$ cat src/rtl/wdr_pkg.sv
// package of constants and types for the watchdog reset timer
// Behaviour
// - reset control register reloads on pin reset or standby, survives watchdog reset
// - watchdog overflow flag sets only on watchdog-mode overflow
// - watchdog flag clears only after being read set, then written zero
// - reset-enable zero: no chip reset, but counter and control reinitialised
// - reset-type bit picks power-on reset (0) or manual reset (1)
// - five low bits of reset control register read as one
// - shared write address: key 5a loads counter, key a5 loads control
// - key a5 with data 00 at reset register clears watchdog flag only
// - key 5a at reset register copies bits 6 and 5 into enable and type
// - byte reads: control at b8, counter at b9, reset register at bb
// - watchdog overflow drives overflow pin for 128 clock cycles
// - reset enabled: internal reset with overflow pin, lasting 512 cycles
// - pin reset beats watchdog reset and leaves watchdog flag cleared
// - interval-mode overflow sets interval flag and requests interrupt
// - standby is refused while timer enable is one
// - in standby after nmi, counting resumes; overflow ends standby
// - counter write in the same cycle as a count tick wins, tick dropped
// - clock select picks divide by 2,64,128,256,512,1024,4096,8192
// - counter clears on reset and while timer disabled outside the nmi wake from standby, and stops
`default_nettype none
package wdr_pkg;
  localparam logic [27:0] WDR_ADDR_CTRL = 28'h5ffffb8;
  localparam logic [27:0] WDR_ADDR_CNT = 28'h5ffffb9;
  localparam logic [27:0] WDR_ADDR_RST_W = 28'h5ffffba;
  localparam logic [27:0] WDR_ADDR_RST_R = 28'h5ffffbb;
  localparam logic [7:0] WDR_KEY_CNT = 8'h5a;
  localparam logic [7:0] WDR_KEY_CTRL = 8'ha5;
  localparam logic [7:0] WDR_CLR_DATA = 8'h00;
  localparam logic [7:0] WDR_CTRL_RST = 8'h18;
  localparam logic [7:0] WDR_RST_RST = 8'h1f;
  localparam logic [7:0] WDR_CNT_RST = 8'h00;
  localparam logic [7:0] WDR_CNT_MAX = 8'hff;
  localparam int WDR_B_OVF = 7;
  localparam int WDR_B_MODE = 6;
  localparam int WDR_B_TME = 5;
  localparam int WDR_B_RESET_ENABLE_BIT = 6;
  localparam int WDR_B_RESET_TYPE_SELECT = 5;
  localparam logic [7:0] WDR_CTRL_FIXED = 8'h18;
  localparam logic [7:0] WDR_RST_FIXED = 8'h1f;
  localparam int WDR_PIN_CYC = 128;
  localparam int WDR_IRST_CYC = 512;
  localparam int WDR_PRE_W = 13;
  localparam int WDR_PULSE_W = 10;
  typedef struct packed {
    logic wr;
    logic rd;
    logic word;
    logic [27:0] addr;
    logic [15:0] wdata;
  } wdr_bus_req_t;
  typedef struct packed {
    logic ovf_pin;
    logic int_rst;
    logic rst_manual;
  } wdr_rst_out_t;
endpackage
`default_nettype wire

$ cat src/rtl/wdr_prescale.sv
// prescaler, held clear while counting is stopped, that yields a one-cycle count tick for the selected divide
`default_nettype none
module wdr_prescale
  import wdr_pkg::*;
(
  input wire logic ref_clk_i,
  input wire logic rst_b_i,
  input wire logic ce_i,
  input wire logic run_i,
  input wire logic [2:0] sel_i,
  output logic tick_o
);
  logic [WDR_PRE_W-1:0] div_r;

  // tap index for each clock select code
  function automatic int tap_of(input logic [2:0] s);
    case (s)
      3'h0: tap_of = 0;
      3'h1: tap_of = 5;
      3'h2: tap_of = 6;
      3'h3: tap_of = 7;
      3'h4: tap_of = 8;
      3'h5: tap_of = 9;
      3'h6: tap_of = 11;
      default: tap_of = 12;
    endcase
  endfunction

  // divider runs only while counting is allowed
  always_ff @(posedge ref_clk_i) begin
    if (!rst_b_i) begin
      div_r <= '0;
    end else if (ce_i) begin
      if (!run_i) begin
        div_r <= '0;
      end else begin
        div_r <= div_r + 1'b1;
      end
    end
  end

  // tick when all bits below and at the tap are ones
  always_comb begin
    logic [WDR_PRE_W-1:0] mask;
    mask = '0;
    for (int i = 0; i < WDR_PRE_W; i++) begin
      mask[i] = (i <= tap_of(sel_i));
    end
    tick_o = ce_i && run_i && ((div_r & mask) == mask);
  end
endmodule
`default_nettype wire

$ cat src/rtl/wdr_pulse.sv
// fixed-length pulse stretcher started by a one-cycle trigger
`default_nettype none
module wdr_pulse
  import wdr_pkg::*;
#(
  parameter logic [WDR_PULSE_W-1:0] LEN = 10'h080
) (
  input wire logic ref_clk_i,
  input wire logic rst_b_i,
  input wire logic ce_i,
  input wire logic start_i,
  output logic active_o
);
  logic [WDR_PULSE_W-1:0] cnt_r;

  // load length on start, count down to zero
  always_ff @(posedge ref_clk_i) begin
    if (!rst_b_i) begin
      cnt_r <= '0;
    end else if (ce_i) begin
      if (start_i && cnt_r == '0) begin
        cnt_r <= LEN;
      end else if (cnt_r != '0) begin
        cnt_r <= cnt_r - 1'b1;
      end
    end
  end

  assign active_o = (cnt_r != '0);
endmodule
`default_nettype wire

$ cat src/rtl/wdr_watchdog.sv
// watchdog and interval timer with reset control, top level
`default_nettype none
module wdr_watchdog
  import wdr_pkg::*;
(
  input wire logic ref_clk_i,
  input wire logic rst_b_i,
  input wire logic ce_i,
  input wire wdr_bus_req_t bus_i,
  output logic [7:0] rdata_o,
  input wire logic standby_req_i,
  input wire logic nmi_i,
  output logic standby_o,
  output logic clock_run_o,
  output logic overflow_output_pin_b_o,
  output logic chip_reset_o,
  output logic reset_manual_o,
  output logic interval_interrupt_o
);
  typedef enum logic [1:0] {WDR_RUN, WDR_SLEEP, WDR_WAKE} wdr_state_t;

  logic [7:0] timer_count_r;
  logic [7:0] timer_control_status_r;
  logic watchdog_overflow_flag_r;
  logic reset_enable_bit_r;
  logic reset_type_select_r;
  logic ovf_seen_r;
  logic wflag_seen_r;
  logic [7:0] rdata_r;
  wdr_state_t state_r;
  logic tick;
  logic run;
  logic ovf;
  logic wd_ovf;
  logic it_ovf;
  logic cnt_wr;
  logic ctrl_wr;
  logic rclr_wr;
  logic rset_wr;
  logic pin_act;
  logic rst_act;
  logic timer_enable_bit;
  logic wt_mode;
  logic standby_entry;

  // decode a key-guarded word write
  function automatic logic key_hit(input wdr_bus_req_t b, input logic [27:0] a,
                                   input logic [7:0] k);
    key_hit = b.wr && b.word && b.addr == a && b.wdata[15:8] == k;
  endfunction

  assign timer_enable_bit = timer_control_status_r[WDR_B_TME];
  assign wt_mode = timer_control_status_r[WDR_B_MODE];

  // write strobes; byte writes and wrong keys hit nothing
  assign cnt_wr = ce_i && key_hit(bus_i, WDR_ADDR_CTRL, WDR_KEY_CNT);
  assign ctrl_wr = ce_i && key_hit(bus_i, WDR_ADDR_CTRL, WDR_KEY_CTRL);
  assign rclr_wr = ce_i && key_hit(bus_i, WDR_ADDR_RST_W, WDR_KEY_CTRL)
                   && bus_i.wdata[7:0] == WDR_CLR_DATA;
  assign rset_wr = ce_i && key_hit(bus_i, WDR_ADDR_RST_W, WDR_KEY_CNT);

  // counting is allowed when enabled, or while waking from standby
  assign run = timer_enable_bit || state_r == WDR_WAKE;

  wdr_prescale u_pre (
    .ref_clk_i(ref_clk_i),
    .rst_b_i(rst_b_i),
    .ce_i(ce_i),
    .run_i(run),
    .sel_i(timer_control_status_r[2:0]),
    .tick_o(tick)
  );

  // overflow when a tick lands on all ones and no write competes
  assign ovf = tick && !cnt_wr && timer_count_r == WDR_CNT_MAX;
  assign wd_ovf = ovf && timer_enable_bit && wt_mode && state_r == WDR_RUN;
  assign it_ovf = ovf && timer_enable_bit && !wt_mode && state_r == WDR_RUN;

  // timer count: held clear while disabled, a write wins over a tick
  always_ff @(posedge ref_clk_i) begin
    if (!rst_b_i) begin
      timer_count_r <= WDR_CNT_RST;
    end else if (ce_i) begin
      if (!run) begin
        timer_count_r <= WDR_CNT_RST;
      end else if (cnt_wr) begin
        timer_count_r <= bus_i.wdata[7:0];
      end else if (wd_ovf && !reset_enable_bit_r) begin
        timer_count_r <= WDR_CNT_RST;
      end else if (tick) begin
        timer_count_r <= timer_count_r + 1'b1;
      end
    end
  end

  // control register: interval flag sticky, set wins over clear
  always_ff @(posedge ref_clk_i) begin
    if (!rst_b_i) begin
      timer_control_status_r <= WDR_CTRL_RST;
    end else if (ce_i) begin
      if (standby_entry) begin
        timer_control_status_r <= {3'h0, WDR_CTRL_FIXED[4:3],
                                   timer_control_status_r[2:0]};
      end else if (wd_ovf) begin
        timer_control_status_r <= WDR_CTRL_RST;
      end else begin
        if (ctrl_wr) begin
          timer_control_status_r[6:0] <= {bus_i.wdata[6:5], WDR_CTRL_FIXED[4:3],
                                          bus_i.wdata[2:0]};
        end
        if (it_ovf) begin
          timer_control_status_r[WDR_B_OVF] <= 1'b1;
        end else if (ctrl_wr && !bus_i.wdata[WDR_B_OVF] && ovf_seen_r) begin
          timer_control_status_r[WDR_B_OVF] <= 1'b0;
        end
      end
    end
  end

  // remember interval flag read as one, for the read-then-clear order
  always_ff @(posedge ref_clk_i) begin
    if (!rst_b_i) begin
      ovf_seen_r <= 1'b0;
    end else if (ce_i) begin
      if (bus_i.rd && bus_i.addr == WDR_ADDR_CTRL) begin
        ovf_seen_r <= timer_control_status_r[WDR_B_OVF];
      end else if (ctrl_wr) begin
        ovf_seen_r <= 1'b0;
      end
    end
  end

  // reset control bits: pin reset and standby reload, watchdog reset does not
  always_ff @(posedge ref_clk_i) begin
    if (!rst_b_i || (ce_i && standby_entry)) begin
      watchdog_overflow_flag_r <= 1'b0;
      reset_enable_bit_r <= 1'b0;
      reset_type_select_r <= 1'b0;
    end else if (ce_i) begin
      if (wd_ovf) begin
        watchdog_overflow_flag_r <= 1'b1;
      end else if (rclr_wr && wflag_seen_r) begin
        watchdog_overflow_flag_r <= 1'b0;
      end
      if (rset_wr) begin
        reset_enable_bit_r <= bus_i.wdata[WDR_B_RESET_ENABLE_BIT];
        reset_type_select_r <= bus_i.wdata[WDR_B_RESET_TYPE_SELECT];
      end
    end
  end

  // remember watchdog flag read as one
  always_ff @(posedge ref_clk_i) begin
    if (!rst_b_i) begin
      wflag_seen_r <= 1'b0;
    end else if (ce_i) begin
      if (bus_i.rd && bus_i.addr == WDR_ADDR_RST_R) begin
        wflag_seen_r <= watchdog_overflow_flag_r;
      end else if (rclr_wr) begin
        wflag_seen_r <= 1'b0;
      end
    end
  end

  // read data register, byte reads only
  always_ff @(posedge ref_clk_i) begin
    if (!rst_b_i) begin
      rdata_r <= 8'h00;
    end else if (ce_i && bus_i.rd) begin
      if (bus_i.word) begin
        rdata_r <= 8'h00;
      end else if (bus_i.addr == WDR_ADDR_CTRL) begin
        rdata_r <= timer_control_status_r | WDR_CTRL_FIXED;
      end else if (bus_i.addr == WDR_ADDR_CNT) begin
        rdata_r <= timer_count_r;
      end else if (bus_i.addr == WDR_ADDR_RST_R) begin
        rdata_r <= {watchdog_overflow_flag_r, reset_enable_bit_r,
                    reset_type_select_r, WDR_RST_FIXED[4:0]};
      end else begin
        rdata_r <= 8'h00;
      end
    end
  end

  // standby sequencer: refuse entry while enabled, wake on nmi overflow
  assign standby_entry = state_r == WDR_RUN && standby_req_i && !timer_enable_bit;
  always_ff @(posedge ref_clk_i) begin
    if (!rst_b_i) begin
      state_r <= WDR_RUN;
    end else if (ce_i) begin
      case (state_r)
        WDR_RUN: begin
          if (standby_entry) begin
            state_r <= WDR_SLEEP;
          end
        end
        WDR_SLEEP: begin
          if (nmi_i) begin
            state_r <= WDR_WAKE;
          end
        end
        WDR_WAKE: begin
          if (ovf) begin
            state_r <= WDR_RUN;
          end
        end
        default: begin
          state_r <= WDR_RUN;
        end
      endcase
    end
  end

  // overflow pin pulse of 128 cycles
  wdr_pulse #(.LEN(10'(WDR_PIN_CYC))) u_pin (
    .ref_clk_i(ref_clk_i),
    .rst_b_i(rst_b_i),
    .ce_i(ce_i),
    .start_i(wd_ovf),
    .active_o(pin_act)
  );

  // internal reset pulse of 512 cycles, only when reset enabled
  wdr_pulse #(.LEN(10'(WDR_IRST_CYC))) u_rst (
    .ref_clk_i(ref_clk_i),
    .rst_b_i(rst_b_i),
    .ce_i(ce_i),
    .start_i(wd_ovf && reset_enable_bit_r),
    .active_o(rst_act)
  );

  // latch reset type at overflow so it holds through the pulse
  always_ff @(posedge ref_clk_i) begin
    if (!rst_b_i) begin
      reset_manual_o <= 1'b0;
    end else if (ce_i && wd_ovf) begin
      reset_manual_o <= reset_type_select_r;
    end
  end

  // outputs
  assign rdata_o = rdata_r;
  assign overflow_output_pin_b_o = !pin_act;
  assign chip_reset_o = rst_act;
  assign interval_interrupt_o = timer_control_status_r[WDR_B_OVF];
  assign standby_o = state_r != WDR_RUN;
  assign clock_run_o = state_r == WDR_RUN;
endmodule
`default_nettype wire

$ cat config.mk
export PLATFORM = sky130hd
export DESIGN_NAME = wdr_watchdog
export DESIGN_NICKNAME = d
export VERILOG_FILES = /design/src/rtl/wdr_pkg.sv /design/src/rtl/wdr_prescale.sv /design/src/rtl/wdr_pulse.sv /design/src/rtl/wdr_watchdog.sv
export SDC_FILE = /design/constraint.sdc
export NUM_CORES = 1
export LEC_CHECK = 0
export CAP_MARGIN = 10
export CORE_MARGIN = 1
export CORE_UTILIZATION = 50
export DETAILED_ROUTE_END_ITERATION = 8
export DONT_BUFFER_PORTS = 1
export PLACE_DENSITY = 0.74
export SYNTH_ARGS = -nofsm -noshare
export SYNTH_HDL_FRONTEND = slang
export SYNTH_SLANG_ARGS = --single-unit
$ cat constraint.sdc
create_clock -name ref_clk_i -period 4.8 [get_ports ref_clk_i]
set_clock_uncertainty 0.15 [all_clocks]
set_input_delay 0.96 -clock ref_clk_i [delete_from_list [all_inputs] [get_ports ref_clk_i]]
set_output_delay 0.96 -clock ref_clk_i [all_outputs]
set_load 0.03 [all_outputs]
==> flow_metrics.tcl <==
set metrics [dict create \
    cp_data_required_time_ns 3.69 \
    cts_max_path_buffers 2 \
    fillers 693 \
    vias_per_cell 6.30 \
    worstSkewPairLatency_ns 0.35 \
    first_global_vias 3278 \
    placed_cell_area_mm2 0.00380 \
    synth_area_leader_cell "dfxtp_1" \
    cap_violations 0 \
    synth-edff-count 0 \
    cts_tree "yes" \
    outcome "finished clean" \
    rrSetupSlack_ns 1.80 \
    holdPathEnd "u_rst.cnt_r[5]" \
    crit_path_start_kind "flip-flop" \
    clkTransAtPathRegs_ns 0.07 \
    setup-violations-final 0 \
    die_h_um 88.6 \
    synth-main-ff-cell "dfxtp_1" \
    drc 0 \
    ys_types 67 \
    ys_async_sr_fraction 0 \
    rows 31 \
    htreeDepth 3 \
    clock-sinks 63 \
    routedWlPerCell_um 16.4 \
    die_w_um 88.6 \
    leakagePower_nw 1.41 \
    rr_endpoint "u_pin.cnt_r[3]" \
    io_buffer_count 0 \
    yosysMostFrequentCell "dfxtp_1" \
    finalPower_mw 1.36 \
    critical_path_class "flip-flop to output pin" \
    rr_startpoint "timer_count_r[0]" \
    ctsHoldBuffers 0 \
    drive_above_1_share 0.0786 \
    grt-ovfl-total 0 \
    slowest_stage "or4_1" \
    synth_area_mm2 0.00375 \
    path_max_fanout 11 \
    syn2layout_area_growth_pct 6.24 \
    track_usage 0.260 \
    peakVddDrop_mv 0.359 \
    stdcell_area_mm2 0.00399 \
    grt_pass1_wl_mm 15.7 \
    globalplace.congestion 0.968 \
    period_needed_ns 3.12 \
    start_util 0.517 \
    wirelength_mm 9.33 \
    cp-end-kind "output pin" \
    relSlewSlack 0.329 \
    reg2regPathDepth 7 \
    antenna_found_initial 0 \
    syn_area_per_cell_um2 7.90 \
    tightest_slew_ns 0.998 \
    drtIter0Drc 326 \
    ant_nets 0 \
    whs_path_depth 2 \
    hpwl_mm 6.72 \
    ctsResizeCount 0 \
    cts_made_buffers 9 \
    crit_chain "or4_1, and3b_1, inv_1" \
    netlist.area_leader.share 0.336 \
    slew_viol_final 0 \
    synth_warnings 0 \
    syn_nets 531 \
    hold_path_startpoint "u_rst.cnt_r[5]" \
    cts_root_buffer "clkbuf_8" \
    cp.arrival_ns 2.01 \
    rsz0062_at_grt "false" \
    nNetsFinal 522 \
    num_antenna_cells 0 \
    pre_cts_slack_ns 1.55 \
    finalWorstSetupSlack_ns 1.68 \
    postLayoutCoreUtil 0.550 \
    die-area_mm2 0.00786 \
    critical-path-max-stage-delay_ns 0.61 \
    core_mm2 0.00725 \
    synthCells 475 \
    hold_viol 0 \
    tns_ns 0 \
    p_per_area_mw_per_mm2 342 \
    ioPinCount 66 \
    ys_ff_latch 63 \
    grt_start_max_net_pins 46 \
    post-route-period-util 0.649 \
    drt_pass1_iterations 5 \
    yosys-top-cells-area "dfxtp_1 34%, nand3_1 6.1%, nor2_1 5.8%" \
    yosysSeqAreaShare 0.336 \
    holdCritPathClass "flip-flop to flip-flop" \
    vias 3593 \
    fmax_ghz 0.321 \
    netlist_top_cells_count "63 x dfxtp_1, 58 x nor2_1, 46 x nand3_1" \
    post_cts_buffers 0 \
]
==> cell type report <==
type	instances	area (um2)	area share
clock buffers	12	145	0.0364
clock inverters	4	45.0	0.0113
inverters	10	37.5	0.00942
multi-input cells	379	2350	0.590
flip-flops and latches	63	1260	0.316
well taps	99	124	0.0311
repair buffers	3	22.5	0.00565
==> through the flow <==
| stage | cells | hold slack, ns |
|---|---|---|
| 2_1_floorplan | 475 | 0.299 |
| 3_3_place_gp | 554 | 0.318 |
| 3_5_place_dp | 554 | 0.329 |
| 4_1_cts | 570 | 0.339 |
| 5_1_grt | 570 | 0.356 |
| 6_report | 570 | 0.336 |
==> state kept, by name, indices dropped and copies added, names as in the netlist <==
| signal | count |
|---|---|
| reset_enable_bit_r | 1 |
| state_r | 2 |
| u_pin.cnt_r | 10 |
| reset_manual_o | 1 |
| wflag_seen_r | 1 |
| timer_count_r | 8 |
| ovf_seen_r | 1 |
| reset_type_select_r | 1 |
| u_rst.cnt_r | 10 |
| watchdog_overflow_flag_r | 1 |
| rdata_o | 8 |
| timer_control_status_r | 6 |
| u_pre.div_r | 13 |
==> cells in the final DEF, fill, tap and decap left out, types with 4 or more instances in the layout <==
cell type / instances
nor4_1: 5
clkbuf_8: 10
o211ai_1: 4
nor3_1: 7
o21a_1: 5
nand4_1: 17
a22oi_1: 11
nand3b_1: 9
and3_1: 8
xor2_1: 6
o31ai_1: 4
and2_1: 5
nor2_1: 58
dfxtp_1: 63
xnor2_1: 5
or4_1: 6
ha_1: 4
mux2i_1: 15
nand2_1: 42
nand3_1: 46
inv_1: 10
a31oi_1: 9
nand2b_1: 5
a21oi_1: 27
nor2b_1: 8
o21ai_0: 17
==> power breakdown <==
part | internal (mW) | switching [mW] | total (mW)
sequential | 0.564 | 0.0327 | 0.597
clock | 0.252 | 0.206 | 0.457
combinational | 0.128 | 0.183 | 0.311
total | 0.944 | 0.421 | 1.36
==> per-layer routing <==
layer	global-route usage	vias up	wire (um)
met5	0	-	0
met1	0.336	1656	4050
met4	0.0968	0	204
met2	0.398	169	4210
li1	-	1746	-
met3	0.0924	22	856
==> how the worst max path moves through the flow <==
stage	startpoint	slack [ns]	endpoint
global route	u_pin.cnt_r[2]	1.52	overflow_output_pin_b_o
CTS	u_pin.cnt_r[2]	1.68	overflow_output_pin_b_o
floorplan	bus_i[41]	1.65	timer_count_r[2]
global placement	bus_i[41]	1.61	timer_control_status_r[7]
detailed placement	bus_i[41]	1.55	timer_control_status_r[7]
finish	u_rst.cnt_r[2]	1.68	chip_reset_o
==> cell families after synthesis <==
group,Yosys count,share of synthesized area
adders and majority gates,4,0.0133
buffers and inverters,33,0.0390
AOI/OAI and AO/OA,102,0.180
and+or+nand+nor,244,0.357
DFF,63,0.336
muxes,18,0.0490
xor gates and xnor gates,11,0.0257
==> critical path: cells and delay by family (launching register included) <==
kind                   cells  cell delay, ns
buffers and inverters      1            0.25
AND/OR/NAND/NOR            2            1.07
flip-flops                 1            0.34
(Power assumes the default switching activity.)
